===== src/sinc_filter_regs.svh =====
// Register offsets, field positions and reset values of the sinc filter.
//
// Overview of operation
// - Two modulator clocks out, four bitstreams in.
// - Memory data grouped, channels in order.
// - Pointer register holds latest set address.
// - Samples stay between programmed head and tail.
// - One status interrupt; other events are triggers.
// - Transfer completion emits a data trigger.
// - Timer-issued start trigger aligns clocks to PWM.
// - Overload raises status interrupt and trip trigger.
// - Two independent configuration groups.
// - Group members share clock and filter settings.
// - Limits and history exist per channel.
// - Control holds channel enables and group selects.
// - Control masks interrupt; status reports faults, counts.
// - Rate register: primary, secondary decimation, phase.
// - Level register: orders, scale, glitch window, count.
// - Bias offset applied to group primary data.
// - Clock register: frequency, triggered start, phase.
// - Data trigger every count-plus-one transfers.
// - Eight pre-trip secondary outputs kept per channel.
// - Per-channel upper and lower overload thresholds.
// - Glitch filter needs count hits inside window.
// - Saturation and FIFO overflow flagged, masked.
`ifndef SINC_FILTER_REGS_SVH
`define SINC_FILTER_REGS_SVH
// ----------------------------------------------------------------
// Offsets
// ----------------------------------------------------------------
`define O_CTL   8'h00
`define O_STAT  8'h04
`define O_CLK   8'h08
`define O_RATE  8'h10
`define O_LVL   8'h18
`define O_BIAS  8'h20
`define O_HEAD  8'h28
`define O_TAIL  8'h30
`define O_PPTR  8'h38
`define O_LIM   8'h40
`define O_HIST  8'h80
// ----------------------------------------------------------------
// Fields
// ----------------------------------------------------------------
`define F_EN    0
`define F_GRP   4
`define F_ESAT  8
`define F_EFOVF 10
`define F_ELIM  12
`define F_EPCNT 14
`define F_SOVL  0
`define F_SSAT  4
`define F_SFOVF 6
`define F_SPCNT 8
`define F_SXCNT 16
`define F_MDIV  0
`define F_MCEN  16
`define F_PHASE 24
`define F_PRIMARY_DECIMATION  0
`define F_SECONDARY_DECIMATION  16
`define F_PPH   24
`define F_PRIMARY_ORDER  0
`define F_SECONDARY_ORDER  2
`define F_PSC   4
`define F_TRANSFERS_PER_INTERRUPT  8
`define F_GLITCH_COUNT  16
`define F_GLITCH_WINDOW  20
`define LIM_RST 32'hffff0000
`define SMAX    32'sh00007fff
`define SMIN    -32'sh00008000
`endif


===== src/sinc_filter_pkg.sv =====
// Types shared by the sinc filter design.
`default_nettype none
package sinc_filter_pkg;
  typedef enum logic [1:0] {D_IDLE = 2'b01, D_RUN = 2'b10} dma_st_t;
  typedef struct packed {
    logic [31:0]           ctl;
    logic [31:0]           clk;
    logic [1:0][31:0]      rate;
    logic [1:0][31:0]      lvl;
    logic [1:0][31:0]      bias;
    logic [1:0][31:0]      head;
    logic [1:0][31:0]      tail;
    logic [1:0][31:0]      pptr;
    logic [1:0][31:0]      wp;
    logic [1:0][31:0]      setst;
    logic [3:0][31:0]      lim;
    logic [3:0][7:0][15:0] hist;
    logic [3:0]            ovld;
    logic [3:0]            frz;
    logic [3:0]            ovt;
    logic [3:0]            s1;
    logic [3:0]            s2;
    logic [1:0]            sat;
    logic [1:0]            fovf;
    logic [1:0]            pflag;
    logic [1:0]            pend;
    logic [1:0]            dtr;
    logic [1:0]            run;
    logic [1:0]            mck;
    logic [1:0]            t1;
    logic [1:0]            t2;
    logic [1:0]            t3;
    logic [1:0][7:0]       dcnt;
    logic [1:0][7:0]       xcnt;
    logic [1:0][11:0]      pcn;
    logic [1:0][7:0]       scn;
    logic [3:0][15:0]      pacc;
    logic [3:0][15:0]      sacc;
    logic [3:0][15:0]      pres;
    logic [3:0][3:0]       win;
    logic [3:0][3:0]       hits;
    dma_st_t               dst;
    logic                  dg;
    logic [1:0]            dch;
    logic [7:0]            aq;
    logic                  aw;
    logic                  av;
    logic [31:0]           rd;
  } st_t;
endpackage
`default_nettype wire


===== src/sinc_filter.sv =====
// Sinc decimation filter with AHB-Lite registers, buffer writer and overload trip.
`timescale 1ns/1ns
`default_nettype none
`include "sinc_filter_regs.svh"
module sinc_filter (
  // Clock and reset.
  input  wire logic        mclk,
  input  wire logic        rst_n,
  // AHB-Lite slave.
  input  wire logic        hsel,
  input  wire logic [31:0] haddr,
  input  wire logic [1:0]  htrans,
  input  wire logic        hwrite,
  input  wire logic [2:0]  hsize,
  input  wire logic [31:0] hwdata,
  input  wire logic        hready,
  output logic             hreadyout,
  output logic             hresp,
  output logic [31:0]      hrdata,
  // Modulator pins.
  output logic             modulator_clock_out_a,
  output logic             modulator_clock_out_b,
  input  wire logic        bitstream_in_0,
  input  wire logic        bitstream_in_1,
  input  wire logic        bitstream_in_2,
  input  wire logic        bitstream_in_3,
  // Start triggers from the sync delay timer, one per group.
  input  wire logic [1:0]  start_trigger,
  // Buffer write port towards memory.
  output logic             dma_valid,
  input  wire logic        dma_ready,
  output logic [31:0]      dma_addr,
  output logic [15:0]      dma_data,
  // Events.
  output logic             status_irq,
  output logic [1:0]       data_trigger,
  output logic [3:0]       overload_trigger
);
  import sinc_filter_pkg::*;

  st_t s;
  st_t next_s;

  // ----------------------------------------------------------------
  // Register read decode
  // ----------------------------------------------------------------
  // Read data is captured in the address phase, so it is a flop output.
  function automatic logic [31:0] rdf(input st_t x, input logic [7:0] a);
    logic [1:0] c;
    logic [1:0] k;
    c = a[6:5];
    k = a[3:2];
    rdf = '0;
    if (a >= `O_HIST) begin
      rdf = {x.hist[c][{k, 1'b1}], x.hist[c][{k, 1'b0}]};
    end else if (a >= `O_LIM && a < `O_HIST) begin
      if (a < `O_LIM + 8'h10) begin
        rdf = x.lim[k];
      end
    end else begin
      case (a)
        `O_CTL:         rdf = x.ctl;
        `O_STAT:        rdf = {x.xcnt[1], x.xcnt[0], 6'h00, x.pflag, x.fovf,
                               x.sat, x.ovld};
        `O_CLK:         rdf = x.clk;
        `O_RATE:        rdf = x.rate[0];
        `O_RATE + 8'h4: rdf = x.rate[1];
        `O_LVL:         rdf = x.lvl[0];
        `O_LVL + 8'h4:  rdf = x.lvl[1];
        `O_BIAS:        rdf = x.bias[0];
        `O_BIAS + 8'h4: rdf = x.bias[1];
        `O_HEAD:        rdf = x.head[0];
        `O_HEAD + 8'h4: rdf = x.head[1];
        `O_TAIL:        rdf = x.tail[0];
        `O_TAIL + 8'h4: rdf = x.tail[1];
        `O_PPTR:        rdf = x.pptr[0];
        `O_PPTR + 8'h4: rdf = x.pptr[1];
        default:        rdf = '0;
      endcase
    end
  endfunction

  // Channel membership of the DMA engine's current channel.
  logic dv;
  assign dv = s.dst == D_RUN && s.ctl[`F_EN + s.dch] &&
              s.ctl[`F_GRP + s.dch] == s.dg;

  // ----------------------------------------------------------------
  // Next state
  // ----------------------------------------------------------------
  always_comb begin
    logic [1:0]  rise;
    logic [1:0]  pd;
    logic [1:0]  sd;
    logic [1:0]  gen;
    logic        g;
    logic [31:0] v;
    logic [31:0] sh;
    logic [15:0] sv;
    logic [3:0]  nh;
    logic        over;
    rise = '0;
    pd = '0;
    sd = '0;
    gen = '0;
    g = 1'b0;
    v = '0;
    sh = '0;
    sv = '0;
    nh = '0;
    over = 1'b0;
    next_s = s;
    next_s.ovt = '0;
    next_s.dtr = '0;
    // Two flops on every bitstream and start trigger pin before use.
    next_s.s1 = {bitstream_in_3, bitstream_in_2, bitstream_in_1, bitstream_in_0};
    next_s.s2 = s.s1;
    next_s.t1 = start_trigger;
    next_s.t2 = s.t1;
    next_s.t3 = s.t2;
    // Address phase capture; the slave never stretches a transfer.
    next_s.av = hsel && htrans[1] && hready;
    next_s.aw = hwrite;
    next_s.aq = haddr[7:0];
    if (hsel && htrans[1] && hready && !hwrite) begin
      next_s.rd = rdf(s, haddr[7:0]);
    end
    // Register writes come first so hardware sets below win over clears.
    if (s.av && s.aw) begin
      if (s.aq >= `O_LIM && s.aq < `O_LIM + 8'h10) begin
        next_s.lim[s.aq[3:2]] = hwdata;
      end
      case (s.aq)
        `O_CTL:  next_s.ctl = hwdata;
        `O_STAT: begin
          next_s.ovld = s.ovld & ~hwdata[`F_SOVL +: 4];
          next_s.sat = s.sat & ~hwdata[`F_SSAT +: 2];
          next_s.fovf = s.fovf & ~hwdata[`F_SFOVF +: 2];
          next_s.pflag = s.pflag & ~hwdata[`F_SPCNT +: 2];
        end
        `O_CLK:         next_s.clk = hwdata;
        `O_RATE:        next_s.rate[0] = hwdata;
        `O_RATE + 8'h4: next_s.rate[1] = hwdata;
        `O_LVL:         next_s.lvl[0] = hwdata;
        `O_LVL + 8'h4:  next_s.lvl[1] = hwdata;
        `O_BIAS:        next_s.bias[0] = hwdata;
        `O_BIAS + 8'h4: next_s.bias[1] = hwdata;
        `O_HEAD:        begin
          next_s.head[0] = hwdata;
          next_s.wp[0] = hwdata;
        end
        `O_HEAD + 8'h4: begin
          next_s.head[1] = hwdata;
          next_s.wp[1] = hwdata;
        end
        `O_TAIL:        next_s.tail[0] = hwdata;
        `O_TAIL + 8'h4: next_s.tail[1] = hwdata;
        default:        next_s.rd = s.rd;
      endcase
    end
    // Modulator clock per group: off, free run, or start on trigger.
    for (int i = 0; i < 2; i++) begin
      if (s.clk[`F_MCEN + 2 * i +: 2] == 2'h0) begin
        next_s.run[i] = 1'b0;
        next_s.mck[i] = 1'b0;
      end else if (!s.run[i] && (s.clk[`F_MCEN + 2 * i +: 2] == 2'h1 ||
                   (s.t2[i] && !s.t3[i]))) begin
        next_s.run[i] = 1'b1;
        next_s.dcnt[i] = s.clk[`F_PHASE +: 8];
        next_s.pcn[i] = {4'h0, s.rate[i][`F_PPH +: 8]};
      end else if (s.run[i]) begin
        if (s.dcnt[i] >= s.clk[`F_MDIV + 8 * i +: 8]) begin
          next_s.dcnt[i] = '0;
          next_s.mck[i] = !s.mck[i];
          rise[i] = !s.mck[i];
        end else begin
          next_s.dcnt[i] = s.dcnt[i] + 8'h01;
        end
      end
      // Group decimation counters shared by all member channels.
      if (rise[i]) begin
        pd[i] = s.pcn[i] >= s.rate[i][`F_PRIMARY_DECIMATION +: 12] - 12'h001;
        sd[i] = s.scn[i] >= s.rate[i][`F_SECONDARY_DECIMATION +: 8] - 8'h01;
        next_s.pcn[i] = pd[i] ? 12'h000 : s.pcn[i] + 12'h001;
        next_s.scn[i] = sd[i] ? 8'h00 : s.scn[i] + 8'h01;
      end
    end
    // DMA engine walks one group's channels in order.
    case (s.dst)
      D_IDLE: begin
        if (s.pend != 2'b00) begin
          g = !s.pend[0];
          next_s.dg = g;
          next_s.pend[g] = 1'b0;
          next_s.dch = 2'd0;
          next_s.setst[g] = s.wp[g];
          next_s.dst = D_RUN;
        end
      end
      D_RUN: begin
        if (!dv || dma_ready) begin
          if (dv) begin
            next_s.wp[s.dg] = (s.wp[s.dg] == s.tail[s.dg]) ? s.head[s.dg] :
                              s.wp[s.dg] + 32'h2;
          end
          if (s.dch == 2'd3) begin
            next_s.dst = D_IDLE;
            next_s.pptr[s.dg] = s.setst[s.dg];
            if (s.xcnt[s.dg] >= s.lvl[s.dg][`F_TRANSFERS_PER_INTERRUPT +: 8]) begin
              next_s.xcnt[s.dg] = '0;
              next_s.dtr[s.dg] = 1'b1;
              next_s.pflag[s.dg] = 1'b1;
            end else begin
              next_s.xcnt[s.dg] = s.xcnt[s.dg] + 8'h01;
            end
          end else begin
            next_s.dch = s.dch + 2'd1;
          end
        end
      end
      default: next_s.dst = D_IDLE;
    endcase
    // Channel filters: first-order sinc sums of the bitstream.
    for (int c = 0; c < 4; c++) begin
      g = s.ctl[`F_GRP + c];
      if (!s.ctl[`F_EN + c]) begin
        next_s.pacc[c] = '0;
        next_s.sacc[c] = '0;
      end else if (rise[g]) begin
        gen[g] = 1'b1;
        if (pd[g]) begin
          v = {16'h0, s.pacc[c] + {15'h0, s.s2[c]}} + s.bias[g];
          sh = v << s.lvl[g][`F_PSC +: 4];
          if ($signed(sh) > `SMAX || $signed(sh) < `SMIN) begin
            next_s.sat[g] = 1'b1;
            next_s.pres[c] = sh[31] ? 16'h8000 : 16'h7fff;
          end else begin
            next_s.pres[c] = sh[15:0];
          end
          next_s.pacc[c] = '0;
        end else begin
          next_s.pacc[c] = s.pacc[c] + {15'h0, s.s2[c]};
        end
        if (sd[g]) begin
          sv = s.sacc[c] + {15'h0, s.s2[c]};
          next_s.sacc[c] = '0;
          if (!s.frz[c]) begin
            next_s.hist[c] = {s.hist[c][6:0], sv};
          end
          over = sv > s.lim[c][31:16] || sv < s.lim[c][15:0];
          nh = s.hits[c] + {3'h0, over};
          if (over && nh >= s.lvl[g][`F_GLITCH_COUNT +: 4]) begin
            next_s.ovld[c] = 1'b1;
            next_s.ovt[c] = 1'b1;
            next_s.frz[c] = 1'b1;
          end
          if (s.win[c] + 4'h1 >= s.lvl[g][`F_GLITCH_WINDOW +: 4]) begin
            next_s.win[c] = '0;
            next_s.hits[c] = '0;
          end else begin
            next_s.win[c] = s.win[c] + 4'h1;
            next_s.hits[c] = nh;
          end
        end else begin
          next_s.sacc[c] = s.sacc[c] + {15'h0, s.s2[c]};
        end
      end
    end
    // A finished set while the last is unsent overruns the buffer.
    for (int i = 0; i < 2; i++) begin
      if (pd[i] && gen[i]) begin
        if (s.pend[i] || (s.dst == D_RUN && s.dg == i[0])) begin
          next_s.fovf[i] = 1'b1;
        end
        next_s.pend[i] = 1'b1;
      end
    end
    // History stays frozen until software clears the overload flag.
    for (int c = 0; c < 4; c++) begin
      if (!next_s.ovld[c]) begin
        next_s.frz[c] = 1'b0;
      end
    end
  end

  // ----------------------------------------------------------------
  // State register
  // ----------------------------------------------------------------
  always_ff @(posedge mclk or negedge rst_n) begin
    if (!rst_n) begin
      s <= '0;
      s.dst <= D_IDLE;
      s.lim <= {4{`LIM_RST}};
    end else begin
      s <= next_s;
    end
  end

  // ----------------------------------------------------------------
  // Outputs
  // ----------------------------------------------------------------
  // One interrupt line; everything else leaves as a trigger.
  assign status_irq = |(s.ovld & {s.ctl[`F_ELIM + 1], s.ctl[`F_ELIM + 1],
                                  s.ctl[`F_ELIM], s.ctl[`F_ELIM]}) |
                      |(s.sat & s.ctl[`F_ESAT +: 2]) |
                      |(s.fovf & s.ctl[`F_EFOVF +: 2]) |
                      |(s.pflag & s.ctl[`F_EPCNT +: 2]);
  assign data_trigger = s.dtr;
  assign overload_trigger = s.ovt;
  assign modulator_clock_out_a = s.mck[0];
  assign modulator_clock_out_b = s.mck[1];
  assign dma_valid = dv;
  assign dma_addr = s.wp[s.dg];
  assign dma_data = s.pres[s.dch];
  assign hreadyout = 1'b1;
  assign hresp = 1'b0;
  assign hrdata = s.rd;
endmodule
`default_nettype wire


===== config.mk =====
export PLATFORM = sky130hd
export DESIGN_NAME = sinc_filter
export DESIGN_NICKNAME = d
export VERILOG_FILES = /design/src/sinc_filter_pkg.sv /design/src/sinc_filter.sv
export VERILOG_INCLUDE_DIRS = /design/src
export SDC_FILE = /design/constraint.sdc
export NUM_CORES = 2
export LEC_CHECK = 0
export ABC_AREA = 1
export BUFFER_PORTS_ARGS = -buffer_cell sky130_fd_sc_hd__clkbuf_2
export CAP_MARGIN = 20
export CORE_ASPECT_RATIO = 0.9
export CORE_MARGIN = 2
export CORE_UTILIZATION = 51
export CTS_BUF_LIST = sky130_fd_sc_hd__clkbuf_4
export DETAILED_ROUTE_END_ITERATION = 16
export GPL_TIMING_DRIVEN = 1
export PLACE_DENSITY = 0.68
export SLEW_MARGIN = 20
export SYNTH_ARGS = -nofsm -noshare
export SYNTH_HDL_FRONTEND = slang
export SYNTH_SLANG_ARGS = --single-unit

===== constraint.sdc =====
create_clock -name mclk -period 4.2 [get_ports mclk]
set_clock_uncertainty 0.05 [all_clocks]
set_input_delay 0.21 -clock mclk [delete_from_list [all_inputs] [get_ports mclk]]
set_output_delay 0.21 -clock mclk [all_outputs]
set_load 0.1 [all_outputs]

==> qor.csv <==
metric,value,unit
Slew headroom,18.5,%
LEAKAGE,62.7,nW
ys async rst share,100,%
first-pass GRT wire length,617,mm
die span in y,419,um
fin. max-slew vios,0,
Critical Path Sink Type,flip-flop,
unrepaired setup endpoints after global routing,true,
initial antenna violation count,38,
post-route insts no fill,17500,
wl on met1,173,mm
# fillers,17100,
Max Root-Sink Buffers,4,
startpoint types,flip-flop,
met2 wire len,171,mm
layout cells sized above 1,22.3,%
storage element area,40100,um^2
multi-input logic area,53900,um^2
"Primary FF master, synth",dfrtp_1,
Post-DRT Antenna Nets,0,
"EDFF count, synth",0,
Overall Power,49.4,mW
failing checks,setup timing,
post-route clock period utilization,118,%
Num CTS Buffers,432,
synth top area cells,"dfrtp_1 (39%), nand2_1 (15%), o21ai_0 (10%), inv_1 (5.9%), nand3_1 (4.9%)",
H-tree levels,5,
Vias per Instance,5.94,
pwr dens,411,nW/um^2
port buffer count,142,
Synth top cells by count,"nand2_1 (3787), o21ai_0 (1994), inv_1 (1536), dfrtp_1 (1534), nand3_1 (946)",
clk root buf,clkbuf_4,
die area,195000,um^2
outcome,finished with violations,
metal3 WL,53.4,mm
Syn Nets,13900,
fin nets,15000,
post-synth top area share,39.4,%
Tmin final,4960,ps
Starting Density,51.2,%
post-synthesis sequential area ratio,41.1,%
Finished Core Util,63.2,%
CP Max Fanout,3,
most numerous cell in the Yosys netlist,nand2_1,
uppermost layer routed,met5,
gp weighted congestion,1.05,
Max stage delay on crit path,390,ps
CP max-delay cell,dfrtp_1,
crit path DAT,6160,ps
Cells after Synth,13500,
critical path class,reg2reg,
Routed WL per cell,24.1,um
clock slew at reported path FFs,70,ps
largest net degree at the start of global routing,125,
worst vdd ir,0.548,mV
YS warnings,0,
vias in the first global route,96900,
number of max-cap violations,0,
DR pass1 iterations,10,
Die Wd,465,um
Global Route Usage Sum,42.1,%
Num Clock Sinks,1599,
final setup vio count,81,
cell area after synthesis,97500,um^2
WP data required,5400,ps
TritonCTS clock tree,built,
boundary pin count,173,
"Clk Latency, worst-skew pair",1530,ps
origin of the worst setup path,s[364],
Yosys top cell by area,dfrtp_1,
Tightest Hold Check Type,in2async,
Seq cells post-synth,1599,
Post-Place Cells,16500,
Netlist cell types,74,
core area,190000,um^2
syn_area_per_cell,7.23,um^2
Slew @ Worst Pin,1210,ps
f_max,0.202,GHz
P&R area growth vs syn,23.4,%
Cell Rows,152,
GRT overflow,0,
Initial DRC Count,13600,
worst reg2reg startpoint,s[364],
dpl hpwl,305,mm
Routed WL,421,mm
Final Hold Viols,0,
post-route setup slack,-763,ps
Remaining DRCs,0,
via count,104000,
[cells by family after synthesis]
| logic type | synth area share [%] |
|---|---|
| other | 0.00771 |
| adders and majority gates | 4.25 |
| muxes | 0.374 |
| AOI/OAI and AO/OA | 17.8 |
| xor gates and xnor gates | 2.07 |
| and+or+nand+nor | 24.9 |
| buffers and inverters | 9.46 |
| DFF | 41.1 |
[layer usage]
| layer | GRT usage [%] | up-vias |
|---|---|---|
| met5 | 0 | - |
| met4 | 21.4 | 24 |
| met3 | 13.0 | 1082 |
| met2 | 58.6 | 6080 |
| met1 | 58.8 | 49800 |
| li1 | - | 46800 |
[stage by stage]
step,worst slack [ps],setup TNS [ps],hold slack [ps],instance area (um^2)
floorplan,-29.7,-297,-136,97500
global placement,-960,-58510,237,107000
detailed placement,-1060,-65690,239,107000
CTS,-659,-38530,3.41,117000
global route,-995,-67870,27.1,120000
finish,-763,-42880,125,120000
[placed cells by master, fill, tap and decap left out, types with 66 or more instances in the layout]
cell type / netlist / final
buf_12: 0 / 74
xor2_1: 187 / 158
a21oi_2: 30 / 74
nor2_2: 21 / 84
nor2_1: 641 / 531
a21oi_1: 441 / 389
buf_4: 50 / 1041
nand2_1: 3787 / 3492
ha_4: 0 / 66
clkinv_1: 8 / 80
ha_1: 325 / 257
o22ai_1: 244 / 241
nand3_2: 18 / 296
dfrtp_1: 1534 / 1525
nand2_2: 43 / 277
inv_2: 22 / 73
dlygate4sd3_1: 0 / 113
clkbuf_2: 0 / 138
nand4_1: 110 / 110
nand3_1: 946 / 611
clkbuf_4: 0 / 637
inv_1: 1536 / 1484
o21ai_0: 1994 / 1953
o211ai_1: 84 / 84
nor3_1: 144 / 110
[final cells by class]
| class | count | share of cell area [%] |
|---|---|---|
| clock inverter | 93 | 0.344 |
| multi-input combinational | 9570 | 44.8 |
| tap | 2541 | 2.64 |
| clock buffer | 637 | 3.98 |
| timing repair buffer | 1429 | 9.91 |
| sequential | 1599 | 33.4 |
| inverter | 1568 | 4.91 |
| antenna | 23 | 0.0479 |
[final timing paths]
path	endpoint	slack, ps	cells past startpoint
max reg2reg	s[362]	-760	33
max in group asynchronous	s[45]	2850	5
min	s[466]	130	4
max	s[362]	-760	33
min reg2reg	next_s[344]	300	0
min in group mclk	s[32]	140	4
[flip-flops by register name, indices dropped and copies added (netlist names)]
register	cells
data_trigger	2
modulator_clock_out_a	1
next_s	8
hrdata	32
modulator_clock_out_b	1
s	1551
overload_trigger	4
[worst max-delay path, delay by kind of cell (launching register included)]
family                     cells  cell delay, ps
DFF                            1             390
buffers and inverters          4             400
xor gates and xnor gates       1             180
adders and majority gates      2             480
and+or+nand+nor               25            3220
AOI/OAI and AO/OA              1              80
[where the power goes]
group / leakage, nW / switching [mW] / total [mW] / internal, mW
clock network: 3.13 / 6.97 / 13.9 / 6.93
registers: 19.0 / 0.625 / 16.7 / 16.0
logic: 40.6 / 12.8 / 18.9 / 6.09
[what timing repair did]
action	in CTS	in global routing
resized for setup	678	625
pin swaps	302	391
buffers inserted	88	48
endpoints found under the hold margin	2322	0
hold buffers	114	0
endpoints found under the setup margin	90	369
gates cloned	8	1
Note: power is estimated with default switching activity, not from simulation.
